## config.mk

```make
export PLATFORM = sky130hd
export DESIGN_NAME = irpic_receiver
export DESIGN_NICKNAME = d
export VERILOG_FILES = /design/src/include/irpic_pkg.sv /design/src/rtl/irpic_interval_rx.sv /design/src/rtl/irpic_receiver.sv
export VERILOG_INCLUDE_DIRS = /design/src /design/src/include
export SDC_FILE = /design/constraint.sdc
export NUM_CORES = 1
export LEC_CHECK = 0
export ABC_CLOCK_PERIOD_IN_PS = 2550
export BUFFER_PORTS_ARGS = -buffer_cell sky130_fd_sc_hd__buf_2
export CAP_MARGIN = 25
export CORE_ASPECT_RATIO = 1.1
export CORE_UTILIZATION = 40
export CTS_BUF_LIST = sky130_fd_sc_hd__clkbuf_8
export DETAILED_ROUTE_END_ITERATION = 16
export PLACE_DENSITY = 0.64
export SYNTH_ARGS = -nofsm -noshare
export SYNTH_HDL_FRONTEND = slang
export SYNTH_SLANG_ARGS = --single-unit
```

## constraint.sdc

```tcl
create_clock -name ref_clk_i -period 2.55 [get_ports ref_clk_i]
set_input_delay 0.6375 -clock ref_clk_i [delete_from_list [all_inputs] [get_ports ref_clk_i]]
set_output_delay 0.6375 -clock ref_clk_i [all_outputs]
set_load 0.05 [all_outputs]
```

## src/include/irpic_defs.svh

```systemverilog
`ifndef IRPIC_DEFS_SVH
`define IRPIC_DEFS_SVH

// Clock and reference oscillator.
`define IRPIC_CLK_MHZ 10
`define IRPIC_REF_OSC_KHZ 480

// Code timing at the reference oscillator, in microseconds; carrier in kHz.
`define IRPIC_T_PULSE_US 500
`define IRPIC_CARRIER_KHZ 40
`define IRPIC_T_ZERO_US 2000
`define IRPIC_T_ONE_US 4000
`define IRPIC_T_WORD_US 48000
`define IRPIC_T_SPLIT_US ((`IRPIC_T_ZERO_US + `IRPIC_T_ONE_US) / 2)
`define IRPIC_T_MIN_US (`IRPIC_T_ZERO_US / 2)
`define IRPIC_T_TIMEOUT_US 6000
`define IRPIC_T_GAP_US 50
`define IRPIC_T_HOLD_US 100000

// Widths.
`define IRPIC_CODE_W 6
`define IRPIC_BITS 3'h6
`define IRPIC_CNT_W 20
`define IRPIC_HOLD_W 30

// Command codes, code_bit_first in bit 0 through code_bit_last in bit 5.
`define IRPIC_CODE_NONE 6'h00
`define IRPIC_CODE_CHAN_INC 6'h01
`define IRPIC_CODE_CHAN_DEC 6'h02
`define IRPIC_CODE_VOL_UP 6'h03
`define IRPIC_CODE_VOL_DN 6'h04
`define IRPIC_CODE_BRT_UP 6'h05
`define IRPIC_CODE_BRT_DN 6'h06
`define IRPIC_CODE_SAT_UP 6'h07
`define IRPIC_CODE_SAT_DN 6'h08
`define IRPIC_CODE_MUTE 6'h09
`define IRPIC_CODE_VOL_THIRD 6'h0a
`define IRPIC_CODE_BRT_HALF 6'h0b
`define IRPIC_CODE_SAT_HALF 6'h0c
`define IRPIC_CODE_CALL 6'h0d
`define IRPIC_CODE_POWER 6'h0e
`define IRPIC_DIRECT_BIT 4
`define IRPIC_HIGH_BIT 5

`endif

```

## src/include/irpic_pkg.sv

```systemverilog
`include "irpic_defs.svh"

package irpic_pkg;

  typedef enum logic [1:0] {
    IRPIC_RX_IDLE = 2'b01,
    IRPIC_RX_RECV = 2'b10
  } irpic_rx_phase_t;

  typedef struct packed {
    logic valid;
    logic [`IRPIC_CODE_W-1:0] code;
  } irpic_word_t;

  typedef struct packed {
    irpic_rx_phase_t phase;
    logic prev_in;
    logic [`IRPIC_CNT_W-1:0] low_cnt;
    logic [`IRPIC_CNT_W-1:0] intv_cnt;
    logic [2:0] nbits;
    logic bad;
    logic [`IRPIC_CODE_W-1:0] code;
    irpic_word_t word;
  } irpic_rx_state_t;

  typedef struct packed {
    logic channel_increment;
    logic channel_decrement;
    logic channel_load;
    logic volume_level_up;
    logic volume_level_down;
    logic brightness_level_up;
    logic brightness_level_down;
    logic saturation_up;
    logic saturation_down;
    logic volume_level_third;
    logic brightness_level_half;
    logic saturation_half;
    logic mute_toggle;
    logic call_toggle;
    logic power_toggle;
  } irpic_cmd_t;

  typedef struct packed {
    logic [`IRPIC_CODE_W-1:0] last_code;
    logic [1:0] match_cnt;
    logic [`IRPIC_HOLD_W-1:0] hold_cnt;
    irpic_cmd_t cmd;
    logic [3:0] channel;
    logic mute;
    logic call;
    logic power;
    logic indicator;
  } irpic_top_state_t;

endpackage

```

## src/rtl/irpic_interval_rx.sv

```systemverilog
`timescale 1ns/10ps
`include "irpic_defs.svh"

module irpic_interval_rx #(
  parameter int unsigned GAP_CYC = `IRPIC_T_GAP_US * `IRPIC_CLK_MHZ,
  parameter int unsigned MIN_CYC = `IRPIC_T_MIN_US * `IRPIC_CLK_MHZ,
  parameter int unsigned SPLIT_CYC = `IRPIC_T_SPLIT_US * `IRPIC_CLK_MHZ,
  parameter int unsigned TIMEOUT_CYC = `IRPIC_T_TIMEOUT_US * `IRPIC_CLK_MHZ
) (
  // Clock and reset.
  input wire logic ref_clk_i,
  input wire logic sys_rst_i,
  // Conditioned pulse input and assembled word.
  input wire logic pulse_i,
  output irpic_pkg::irpic_word_t word_o
);

  localparam logic [`IRPIC_CNT_W-1:0] GAP = `IRPIC_CNT_W'(GAP_CYC);
  localparam logic [`IRPIC_CNT_W-1:0] MINV = `IRPIC_CNT_W'(MIN_CYC);
  localparam logic [`IRPIC_CNT_W-1:0] SPLIT = `IRPIC_CNT_W'(SPLIT_CYC);
  localparam logic [`IRPIC_CNT_W-1:0] TMO = `IRPIC_CNT_W'(TIMEOUT_CYC);

  irpic_pkg::irpic_rx_state_t st;
  irpic_pkg::irpic_rx_state_t next_st;
  logic pulse_start;

  // A pulse begins only after a quiet time longer than a carrier gap, so a burst
  // that still carries its carrier counts as one pulse.
  assign pulse_start = pulse_i && !st.prev_in && (st.low_cnt >= GAP);

  // Interval measurement and word assembly.
  always_comb begin
    next_st = st;
    next_st.word.valid = 1'b0;
    next_st.prev_in = pulse_i;
    if (pulse_i) begin
      next_st.low_cnt = '0;
    end else if (st.low_cnt < GAP) begin
      next_st.low_cnt = st.low_cnt + 1'b1;
    end
    case (st.phase)
      irpic_pkg::IRPIC_RX_IDLE: begin
        if (pulse_start) begin
          next_st.phase = irpic_pkg::IRPIC_RX_RECV;
          next_st.intv_cnt = '0;
          next_st.nbits = '0;
          next_st.bad = 1'b0;
          next_st.code = '0;
        end
      end
      irpic_pkg::IRPIC_RX_RECV: begin
        if (st.intv_cnt < TMO) begin
          next_st.intv_cnt = st.intv_cnt + 1'b1;
        end
        if (pulse_start) begin
          next_st.intv_cnt = '0;
          if (st.intv_cnt < MINV || st.nbits == `IRPIC_BITS) begin
            next_st.bad = 1'b1;
          end else begin
            next_st.code[st.nbits] = (st.intv_cnt >= SPLIT);
            next_st.nbits = st.nbits + 1'b1;
          end
        end else if (st.intv_cnt >= TMO) begin
          // A long silence closes the word; only six clean intervals pass on.
          next_st.phase = irpic_pkg::IRPIC_RX_IDLE;
          if (st.nbits == `IRPIC_BITS && !st.bad) begin
            next_st.word.valid = 1'b1;
            next_st.word.code = st.code;
          end
        end
      end
      default: begin
        next_st.phase = irpic_pkg::IRPIC_RX_IDLE;
      end
    endcase
  end

  // State register.
  always_ff @(posedge ref_clk_i) begin
    if (sys_rst_i) begin
      st <= '0;
      st.phase <= irpic_pkg::IRPIC_RX_IDLE;
    end else begin
      st <= next_st;
    end
  end

  assign word_o = st.word;
endmodule // irpic_interval_rx

```

## src/rtl/irpic_receiver.sv

```systemverilog
// Functional notes
// - A 2 ms pulse spacing is a zero, 4 ms is a one.
// - All timings scale by 480 kHz over the actual oscillator frequency.
// - Pulse intervals are judged into a code passed to the decoder.
// - A command acts only after three identical codes in a row.
// - The all-zero code is ignored entirely.
// - Code 100000 is channel up, 010000 channel down.
// - Codes 110000 to 000100 step volume, brightness and saturation.
// - Code 100100 toggles sound mute.
// - Codes 010100, 110100, 001100 normalize volume, brightness, saturation.
// - Code 101100 toggles the auxiliary call output.
// - Code 011100 toggles the main power output.
// - Codes with fifth bit set, sixth clear, select channel from low four bits.
// - Reception indicator rises once an identical code arrives three times.
`timescale 1ns/10ps
`include "irpic_defs.svh"

module irpic_receiver #(
  parameter int unsigned CLK_MHZ = `IRPIC_CLK_MHZ,
  parameter int unsigned OSC_KHZ = `IRPIC_REF_OSC_KHZ,
  parameter int unsigned MIN_CYC =
    `IRPIC_T_MIN_US * CLK_MHZ * `IRPIC_REF_OSC_KHZ / OSC_KHZ,
  parameter int unsigned SPLIT_CYC =
    `IRPIC_T_SPLIT_US * CLK_MHZ * `IRPIC_REF_OSC_KHZ / OSC_KHZ,
  parameter int unsigned TIMEOUT_CYC =
    `IRPIC_T_TIMEOUT_US * CLK_MHZ * `IRPIC_REF_OSC_KHZ / OSC_KHZ,
  parameter int unsigned HOLD_CYC =
    `IRPIC_T_HOLD_US * CLK_MHZ * `IRPIC_REF_OSC_KHZ / OSC_KHZ
) (
  // Clock and reset.
  input wire logic ref_clk_i,
  input wire logic sys_rst_i,
  // Conditioned pulse input from the photodetector amplifier.
  input wire logic pulse_in_i,
  // Command pulses, one cycle each.
  output irpic_pkg::irpic_cmd_t cmd_o,
  // Held outputs.
  output logic [3:0] channel_o,
  output logic mute_o,
  output logic call_o,
  output logic power_o,
  output logic reception_indicator_o
);

  // Derived from the reference frequency so a slower oscillator stretches all windows.
  localparam int unsigned GAP_CYC =
    `IRPIC_T_GAP_US * CLK_MHZ * `IRPIC_REF_OSC_KHZ / OSC_KHZ;
  localparam logic [`IRPIC_HOLD_W-1:0] HOLD = `IRPIC_HOLD_W'(HOLD_CYC);

  irpic_pkg::irpic_word_t word;
  irpic_pkg::irpic_top_state_t st;
  irpic_pkg::irpic_top_state_t next_st;

  // Interval receiver; its timeout sits well inside the repeat period of a word.
  irpic_interval_rx #(
    .GAP_CYC(GAP_CYC),
    .MIN_CYC(MIN_CYC),
    .SPLIT_CYC(SPLIT_CYC),
    .TIMEOUT_CYC(TIMEOUT_CYC)
  ) u_rx (
    .ref_clk_i(ref_clk_i),
    .sys_rst_i(sys_rst_i),
    .pulse_i(pulse_in_i),
    .word_o(word)
  );

  // Maps a code to its command pulses.
  function automatic irpic_pkg::irpic_cmd_t decode_cmd(input logic [`IRPIC_CODE_W-1:0] c);
    irpic_pkg::irpic_cmd_t d;
    d = '0;
    case (c)
      `IRPIC_CODE_CHAN_INC: d.channel_increment = 1'b1;
      `IRPIC_CODE_CHAN_DEC: d.channel_decrement = 1'b1;
      `IRPIC_CODE_VOL_UP: d.volume_level_up = 1'b1;
      `IRPIC_CODE_VOL_DN: d.volume_level_down = 1'b1;
      `IRPIC_CODE_BRT_UP: d.brightness_level_up = 1'b1;
      `IRPIC_CODE_BRT_DN: d.brightness_level_down = 1'b1;
      `IRPIC_CODE_SAT_UP: d.saturation_up = 1'b1;
      `IRPIC_CODE_SAT_DN: d.saturation_down = 1'b1;
      `IRPIC_CODE_MUTE: d.mute_toggle = 1'b1;
      `IRPIC_CODE_VOL_THIRD: d.volume_level_third = 1'b1;
      `IRPIC_CODE_BRT_HALF: d.brightness_level_half = 1'b1;
      `IRPIC_CODE_SAT_HALF: d.saturation_half = 1'b1;
      `IRPIC_CODE_CALL: d.call_toggle = 1'b1;
      `IRPIC_CODE_POWER: d.power_toggle = 1'b1;
      default: d.channel_load = c[`IRPIC_DIRECT_BIT] && !c[`IRPIC_HIGH_BIT];
    endcase
    return d;
  endfunction

  // Keeps only level steps, which repeat while the key stays held.
  function automatic irpic_pkg::irpic_cmd_t step_only(input irpic_pkg::irpic_cmd_t d);
    irpic_pkg::irpic_cmd_t s;
    s = '0;
    s.volume_level_up = d.volume_level_up;
    s.volume_level_down = d.volume_level_down;
    s.brightness_level_up = d.brightness_level_up;
    s.brightness_level_down = d.brightness_level_down;
    s.saturation_up = d.saturation_up;
    s.saturation_down = d.saturation_down;
    return s;
  endfunction

  // Repeat check and command execution. Toggles act once per key press, since
  // acting on every repeat would make them flicker while the key is held.
  always_comb begin
    irpic_pkg::irpic_cmd_t d;
    d = decode_cmd(word.code);
    next_st = st;
    next_st.cmd = '0;
    if (st.hold_cnt < HOLD) begin
      next_st.hold_cnt = st.hold_cnt + 1'b1;
    end else begin
      next_st.match_cnt = '0;
      next_st.indicator = 1'b0;
    end
    if (word.valid && word.code != `IRPIC_CODE_NONE) begin
      next_st.hold_cnt = '0;
      if (word.code == st.last_code) begin
        if (st.match_cnt != 2'h3) begin
          next_st.match_cnt = st.match_cnt + 1'b1;
        end
        if (st.match_cnt == 2'h2) begin
          next_st.indicator = 1'b1;
          next_st.cmd = d;
          if (d.channel_load) begin
            next_st.channel = word.code[3:0];
          end
          next_st.mute = st.mute ^ d.mute_toggle;
          next_st.call = st.call ^ d.call_toggle;
          next_st.power = st.power ^ d.power_toggle;
        end else if (st.match_cnt == 2'h3) begin
          next_st.cmd = step_only(d);
        end
      end else begin
        next_st.last_code = word.code;
        next_st.match_cnt = 2'h1;
        next_st.indicator = 1'b0;
      end
    end
  end

  // State register.
  always_ff @(posedge ref_clk_i) begin
    if (sys_rst_i) begin
      st <= '0;
    end else begin
      st <= next_st;
    end
  end

  // Outputs come straight from the state register.
  assign cmd_o = st.cmd;
  assign channel_o = st.channel;
  assign mute_o = st.mute;
  assign call_o = st.call;
  assign power_o = st.power;
  assign reception_indicator_o = st.indicator;
endmodule // irpic_receiver

```

# Word-level counts from Yosys, hierarchy flattened
# Cells that the tools add are included.
dict set report word_totals {
  latchBits 0
  rom_bits 0
  in_bits 3
  word_cells 149
  output_inout_bits 23
  mem_bits_rw 0
  n_memories 0
  ff_bits 121
}
dict set report classes {
  magnitude_cmp 9
  n_mux 42
  n_bitwise 8
  mul 0
  reduce_logical 25
  n_eq_ne 28
  shifts 0
  addsub 5
  n_div 0
}
# operator n
set op_table {}
lappend op_table {{two-way mux 30 bit} 3}
lappend op_table {{one-hot mux 30 bit (2 select lines)} 1}
lappend op_table {{two-way mux 55 bit} 1}
lappend op_table {{== test 6 x 4 -> 1 bit (second input constant)} 7}
lappend op_table {{adder 20 x 1 -> 20 bit (second input constant)} 2}
lappend op_table {{adder 30 x 1 -> 30 bit (second input constant)} 1}
lappend op_table {{less-than comparator 30 x 20 -> 1 bit (second input constant)} 1}
lappend op_table {{== test 6 x 3 -> 1 bit (second input constant)} 4}
lappend op_table {{two-way mux 22 bit} 1}
lappend op_table {{>= comparator 20 x 15 -> 1 bit (second input constant)} 1}
lappend op_table {{>= comparator 20 x 16 -> 1 bit (second input constant)} 1}
lappend op_table {{>= comparator 20 x 9 -> 1 bit (second input constant)} 1}
lappend op_table {{less-than comparator 20 x 14 -> 1 bit (second input constant)} 1}
lappend op_table {{less-than comparator 20 x 16 -> 1 bit (second input constant)} 1}
lappend op_table {{less-than comparator 20 x 9 -> 1 bit (second input constant)} 1}
lappend op_table {{two-way mux 20 bit} 1}
lappend op_table {{two-way mux 1 bit} 19}
lappend op_table {{AND reduction 4 bit} 4}
lappend op_table {{two-way mux 15 bit} 1}
lappend op_table {{OR reduction 14 bit} 1}
lappend op_table {{== test 6 x 2 -> 1 bit (second input constant)} 2}
lappend op_table {{two-way mux 12 bit} 1}
lappend op_table {{two-way mux 2 bit} 6}
lappend op_table {{AND reduction 3 bit} 3}
lappend op_table {{other kinds (31)} 52}

# Logic depth before layout (Yosys ltp)
dict set report logic_depth {
  depth_word 8
  ltp_mapped 9
  ltp_nobuf 8
}

# Modules after synthesis
# Synthesis repeated with hierarchy kept, for this count alone.
dict set report unflattened {
  cells_unflattened 608
  area_unflattened_um2 5393.9
}
# mod n_inst cells_per_inst seq_area_each_um2 area_per_inst_um2
set by_module_without_submodules {}
lappend by_module_without_submodules {irpic_interval_rx 1 314 1201.2 2720.1}
lappend by_module_without_submodules {irpic_receiver 1 294 1221.2 2673.8}

# Worst setup path before layout
# OpenSTA, ideal clock, no wires.
dict set report synth_path {
  kind {in2reg}
  startpoint {in pulse_in_i}
  endpoint {reg u_rx.st[8] in the netlist's numbering}
  slack_ns 0.566
  required_time_ns 2.477
  arrival_ns 1.911
  setup_ns 0.073
  n_path_buf 1
  path_stages 6
  cell_sequence {or2b_1 > a21o_1 > buf_2 > a211oi_4 > nor4b_2 > mux2i_1}
}
dict set report synth_between {
  elab_chain_len 4
}
# item line
set synth_lines {}
lappend synth_lines {{from (decl)} irpic_receiver.sv:34} ;# input wire logic pulse_in_i,
lappend synth_lines {{logical AND 1 bit (*) (2 in a row)} irpic_interval_rx.sv:29} ;# assign pulse_start = pulse_i && !st.prev_in && (st.low_cnt >= GAP);
lappend synth_lines {{!= test 2 x 1 -> 1 bit (no line)} --}
lappend synth_lines {{AND reduction 4 bit (no line) (*)} --}
lappend synth_lines {{to (signal assigned)} irpic_interval_rx.sv:84} ;# st <= next_st;
lappend synth_lines {{to (decl)} irpic_interval_rx.sv:23} ;# irpic_pkg::irpic_rx_state_t st;
# Mark *: on every way between the ends. The rest lies on a longest branch, timed or not.
# A chain may end at the register's enable or synchronous reset.

# Worst setup path in the final report
dict set report layout_path {
  startpoint {reg u_rx.st, in the netlist u_rx.word_o[3]}
  endpoint {reg st, in the netlist cmd_o[10]}
}
dict set report layout_between {
  elab_chain_len 4
}
# item line
set layout_lines {}
lappend layout_lines {{== test 6 x 3 -> 1 bit / nonzero test 6 bit (equally long branches)} --}
lappend layout_lines {{two-way mux 1 bit / logical AND 1 bit (equally long branches)} --}
lappend layout_lines {{two-way mux 12 bit / inverter 1 bit (equally long branches)} --}
lappend layout_lines {{two-way mux 15 bit / OR reduction 3 bit (equally long branches)} --}
lappend layout_lines {{to (signal assigned)} irpic_receiver.sv:148} ;# st <= next_st;
lappend layout_lines {{to (decl)} irpic_receiver.sv:51} ;# irpic_pkg::irpic_top_state_t st;
# Parallel ways exist; a longest one is shown, timed or not.

==> flow_summary_export.csv <==
group,metric,value,unit
global_route,grt_max_degree,20,
placed_design,dp_hpwl,6.88,mm
synth,synth_area,5350,sq um
setup_path,end_kind,"flip-flop",
pwr,p_sw,0.000797,W
clock_network,cts_resized,0,
clock_network,clkLatencyLatePin,0.43,ns
final_layout,final_common_cell,"dfxtp_1",
clock_network,cts.sinks,121,
pwr,combinationalPowerShare,0.015,
floorplan,chipHeight,123,um
clock_network,cts-hold-fix-buffers,0,
clock_network,root_buffer,"clkbuf_8",
floorplan,dieArea,13800,sq um
placed_design,port_buffers,25,
floorplan,io_pins,26,
clock_network,clkTransAtPathRegs,0.07,ns
sta,worstMarginPinSlew,0.718,ns
pwr,clkPwrFrac,0.484,
setup_path,r2r_end,"cmd_o[10]$_SDFF_PP0_",
sta,setup_viol,0,
sta,fmax,0.458,GHz
clock_network,clk_path_buf_depth,2,
routing,drcViolationCount,4,
synth,ys_ff_latch,121,
routing,ant_nets,0,
setup_path,crit_fanout,8,
synth,yosysUniqueCellTypes,65,
sta,min_period_over_period,0.856,
sta,rsz0062_at_grt,"no",
synth,yosysSeqAreaShare,0.453,
pwr,power_frac_seq,0.502,
global_route,antenna_found_initial,0,
final_layout,drive_above_1_share,0.134,
sta,period_minus_slack,2.18,ns
final_layout,fin_util,0.461,
global_route,grt_pass1_wl,17.6,mm
floorplan,start_util,0.418,
pwr,leakagePower,2.34,nW
sta,drv_slew,0,
global_route,grt_pass1_vias,3940,
setup_path,crit_arrival,2.53,ns
min_path,hold_depth,2,
synth,synth_warnings,0,
final_layout,multi_input_area,2570,sq um
routing,dr.pass1.iters,10,
routing,wire_per_inst,12.8,um
min_path,worstHoldStart,"u_rx.st[36]$_SDFFE_PP0P_",
setup_path,r2r_slack,0.37,ns
final_layout,nets,621,
synth,avgSynthCellArea,8.94,sq um
clock_network,cts_tree,"yes",
min_path,min_path_type,"reg -> reg",
setup_path,rr_startpoint,"u_rx.word_o[3]$_SDFFE_PP0P_",
global_route,grt_overflow_total,0,
placed_design,gp_congestion,0.792,
synth,synth_ff_type,"dfxtp_1",
final_layout,seqCellArea,2420,sq um
synth,synthTopCellsByArea,"dfxtp_1 (45%), nor2_1 (5.0%), nand2_1 (3.8%)",
final_layout,fillerInstances,1247,
synth,ys_async_sr_fraction,0,
routing,vias_per_cell,5.21,
clock_network,numCtsBuffers,17,
floorplan,die-width,112,um
clock_network,h-tree-depth,4,
sta,max_slew_margin,0.517,
synth,syn_inst,599,
sta,clock_skew,0.0101,ns
setup_path,ff2ff_path_depth,6,
pwr,powerDensity,642,nW/um^2
floorplan,core,12800,sq um
routing,routed_wl,9.93,mm
routing,vias,4047,
synth,synth_nets,613,
final_layout,mostFrequentLayoutCells,"dfxtp_1 (121), nor2_1 (71), nand2_1 (54), a21oi_1 (26)",
min_path,min_to,"u_rx.st[36]$_SDFFE_PP0P_",
pwr,intPower,0.00299,W
flow_run,maxCapViolCount,0,
final_layout,diodes,0,
run_status,violations,"DRC",
clock_network,cts_setup_buffers,0,
sta,fin_setup_tns,0,ns
run_status,status,"finished with violations",
synth,synth_edf_count,0,
pwr,ir_worst_vdd,0.000333,V
setup_path,cp-start-kind,"flip-flop",
setup_path,path_class,"reg -> reg",
pwr,swShare,0.210,
routing,first_iter_violations,268,
final_layout,area_delta_synth_final,10.4,%
floorplan,rows,43,
synth,synth_top_area_frac,0.453,
setup_path,required,2.90,ns
global_route,grt_usage,0.160,
sta,hold_viol,0,
synth,yosysTopAreaCell,"dfxtp_1",
## final cells by class
cell class,instances,share of cell area
multi-input combinational,411,0.436
sequential,121,0.410
clock buffer,18,0.0419
timing repair buffer,37,0.0364
tap,157,0.0333
clock inverter,14,0.0305
inverter,19,0.0121
## critical path: stages, from the launching register on
cell and delay [ns]:
dfxtp_1 0.50, xor2_1 0.11, nor4_1 0.33, nand3_2 0.24, nor3_2 0.39, o2111ai_1 0.33, nor3_1 0.20
## Yosys cell counts (all sizes together) (3+ instances only)
cell type	instances
inv	19
or3	4
and4	3
ha	11
and2	26
nand4	8
a21oi	27
a31oi	17
mux2i	17
nor4	19
o31ai	4
a211oi	3
nor2b	4
o21ai	16
dfxtp	121
a211o	3
buf	33
xnor2	16
nor2	71
nor3	12
nand3	25
nand2	54
o211ai	3
a41oi	3
and3	11
nand4b	3
nand3b	4
xor2	14
nand2b	11
clkbuf	15
## routing by layer
layer	global-route usage	vias up	wire, um
li1	-	2077	-
met1	0.185	1904	4690
met2	0.267	60	4760
met3	0.0534	6	381
met4	0.0800	0	93
met5	0	-	0
## sequential cells by signal, indices dropped and copies added (netlist names)
name,flops
mute_o,1
st,38
channel_o,4
u_rx.st,53
power_o,1
call_o,1
u_rx.word_o,7
reception_indicator_o,1
cmd_o,15
## stage by stage
step	cell area (sq um)	instances	hold slack, ns	worst slack, ns	total power [W]
6_report	5910	777	0.436	0.366	0.00379
5_1_grt	5910	777	0.451	0.127	0.00393
4_1_cts	5910	777	0.429	0.362	0.00384
3_5_place_dp	5480	745	0.424	0.293	0.00200
3_3_place_gp	5480	745	0.420	0.388	0.00200
2_1_floorplan	5350	599	0.408	0.566	0.00199
## power by group through the flow
stage	Sequential (W)	Clock, W	Combinational [W]
after floorplan	0.00194	0	0.0000437
after global placement	0.00194	0	0.0000534
after detailed placement	0.00194	0	0.0000561
after CTS	0.00190	0.00188	0.0000563
after global routing	0.00190	0.00197	0.0000632
final	0.00190	0.00183	0.0000553
## how the worst max path moves through the flow
stage,from,slack [ns],depth (start not counted),end
2_1_floorplan,pulse_in_i,0.57,6,u_rx.st[8]$_SDFFE_PP0P_
3_3_place_gp,pulse_in_i,0.39,6,u_rx.st[8]$_SDFFE_PP0P_
3_5_place_dp,pulse_in_i,0.29,6,u_rx.st[8]$_SDFFE_PP0P_
4_1_cts,u_rx.st[46]$_SDFFE_PP0N_,0.36,6,u_rx.st[8]$_SDFFE_PP0P_
5_1_grt,u_rx.word_o[3]$_SDFFE_PP0P_,0.13,6,cmd_o[10]$_SDFF_PP0_
6_report,u_rx.word_o[3]$_SDFFE_PP0P_,0.37,6,cmd_o[10]$_SDFF_PP0_
## cells by family after synthesis
| group | count (synthesis) | synth area share |
|---|---|---|
| compound gates | 91 | 0.119 |
| xor+xnor | 30 | 0.0491 |
| fa+ha+maj | 11 | 0.0257 |
| buf+inv | 67 | 0.0666 |
| flops | 121 | 0.453 |
| mux | 17 | 0.0318 |
| simple gates | 262 | 0.255 |
Note: power is estimated with default switching activity, not from simulation.
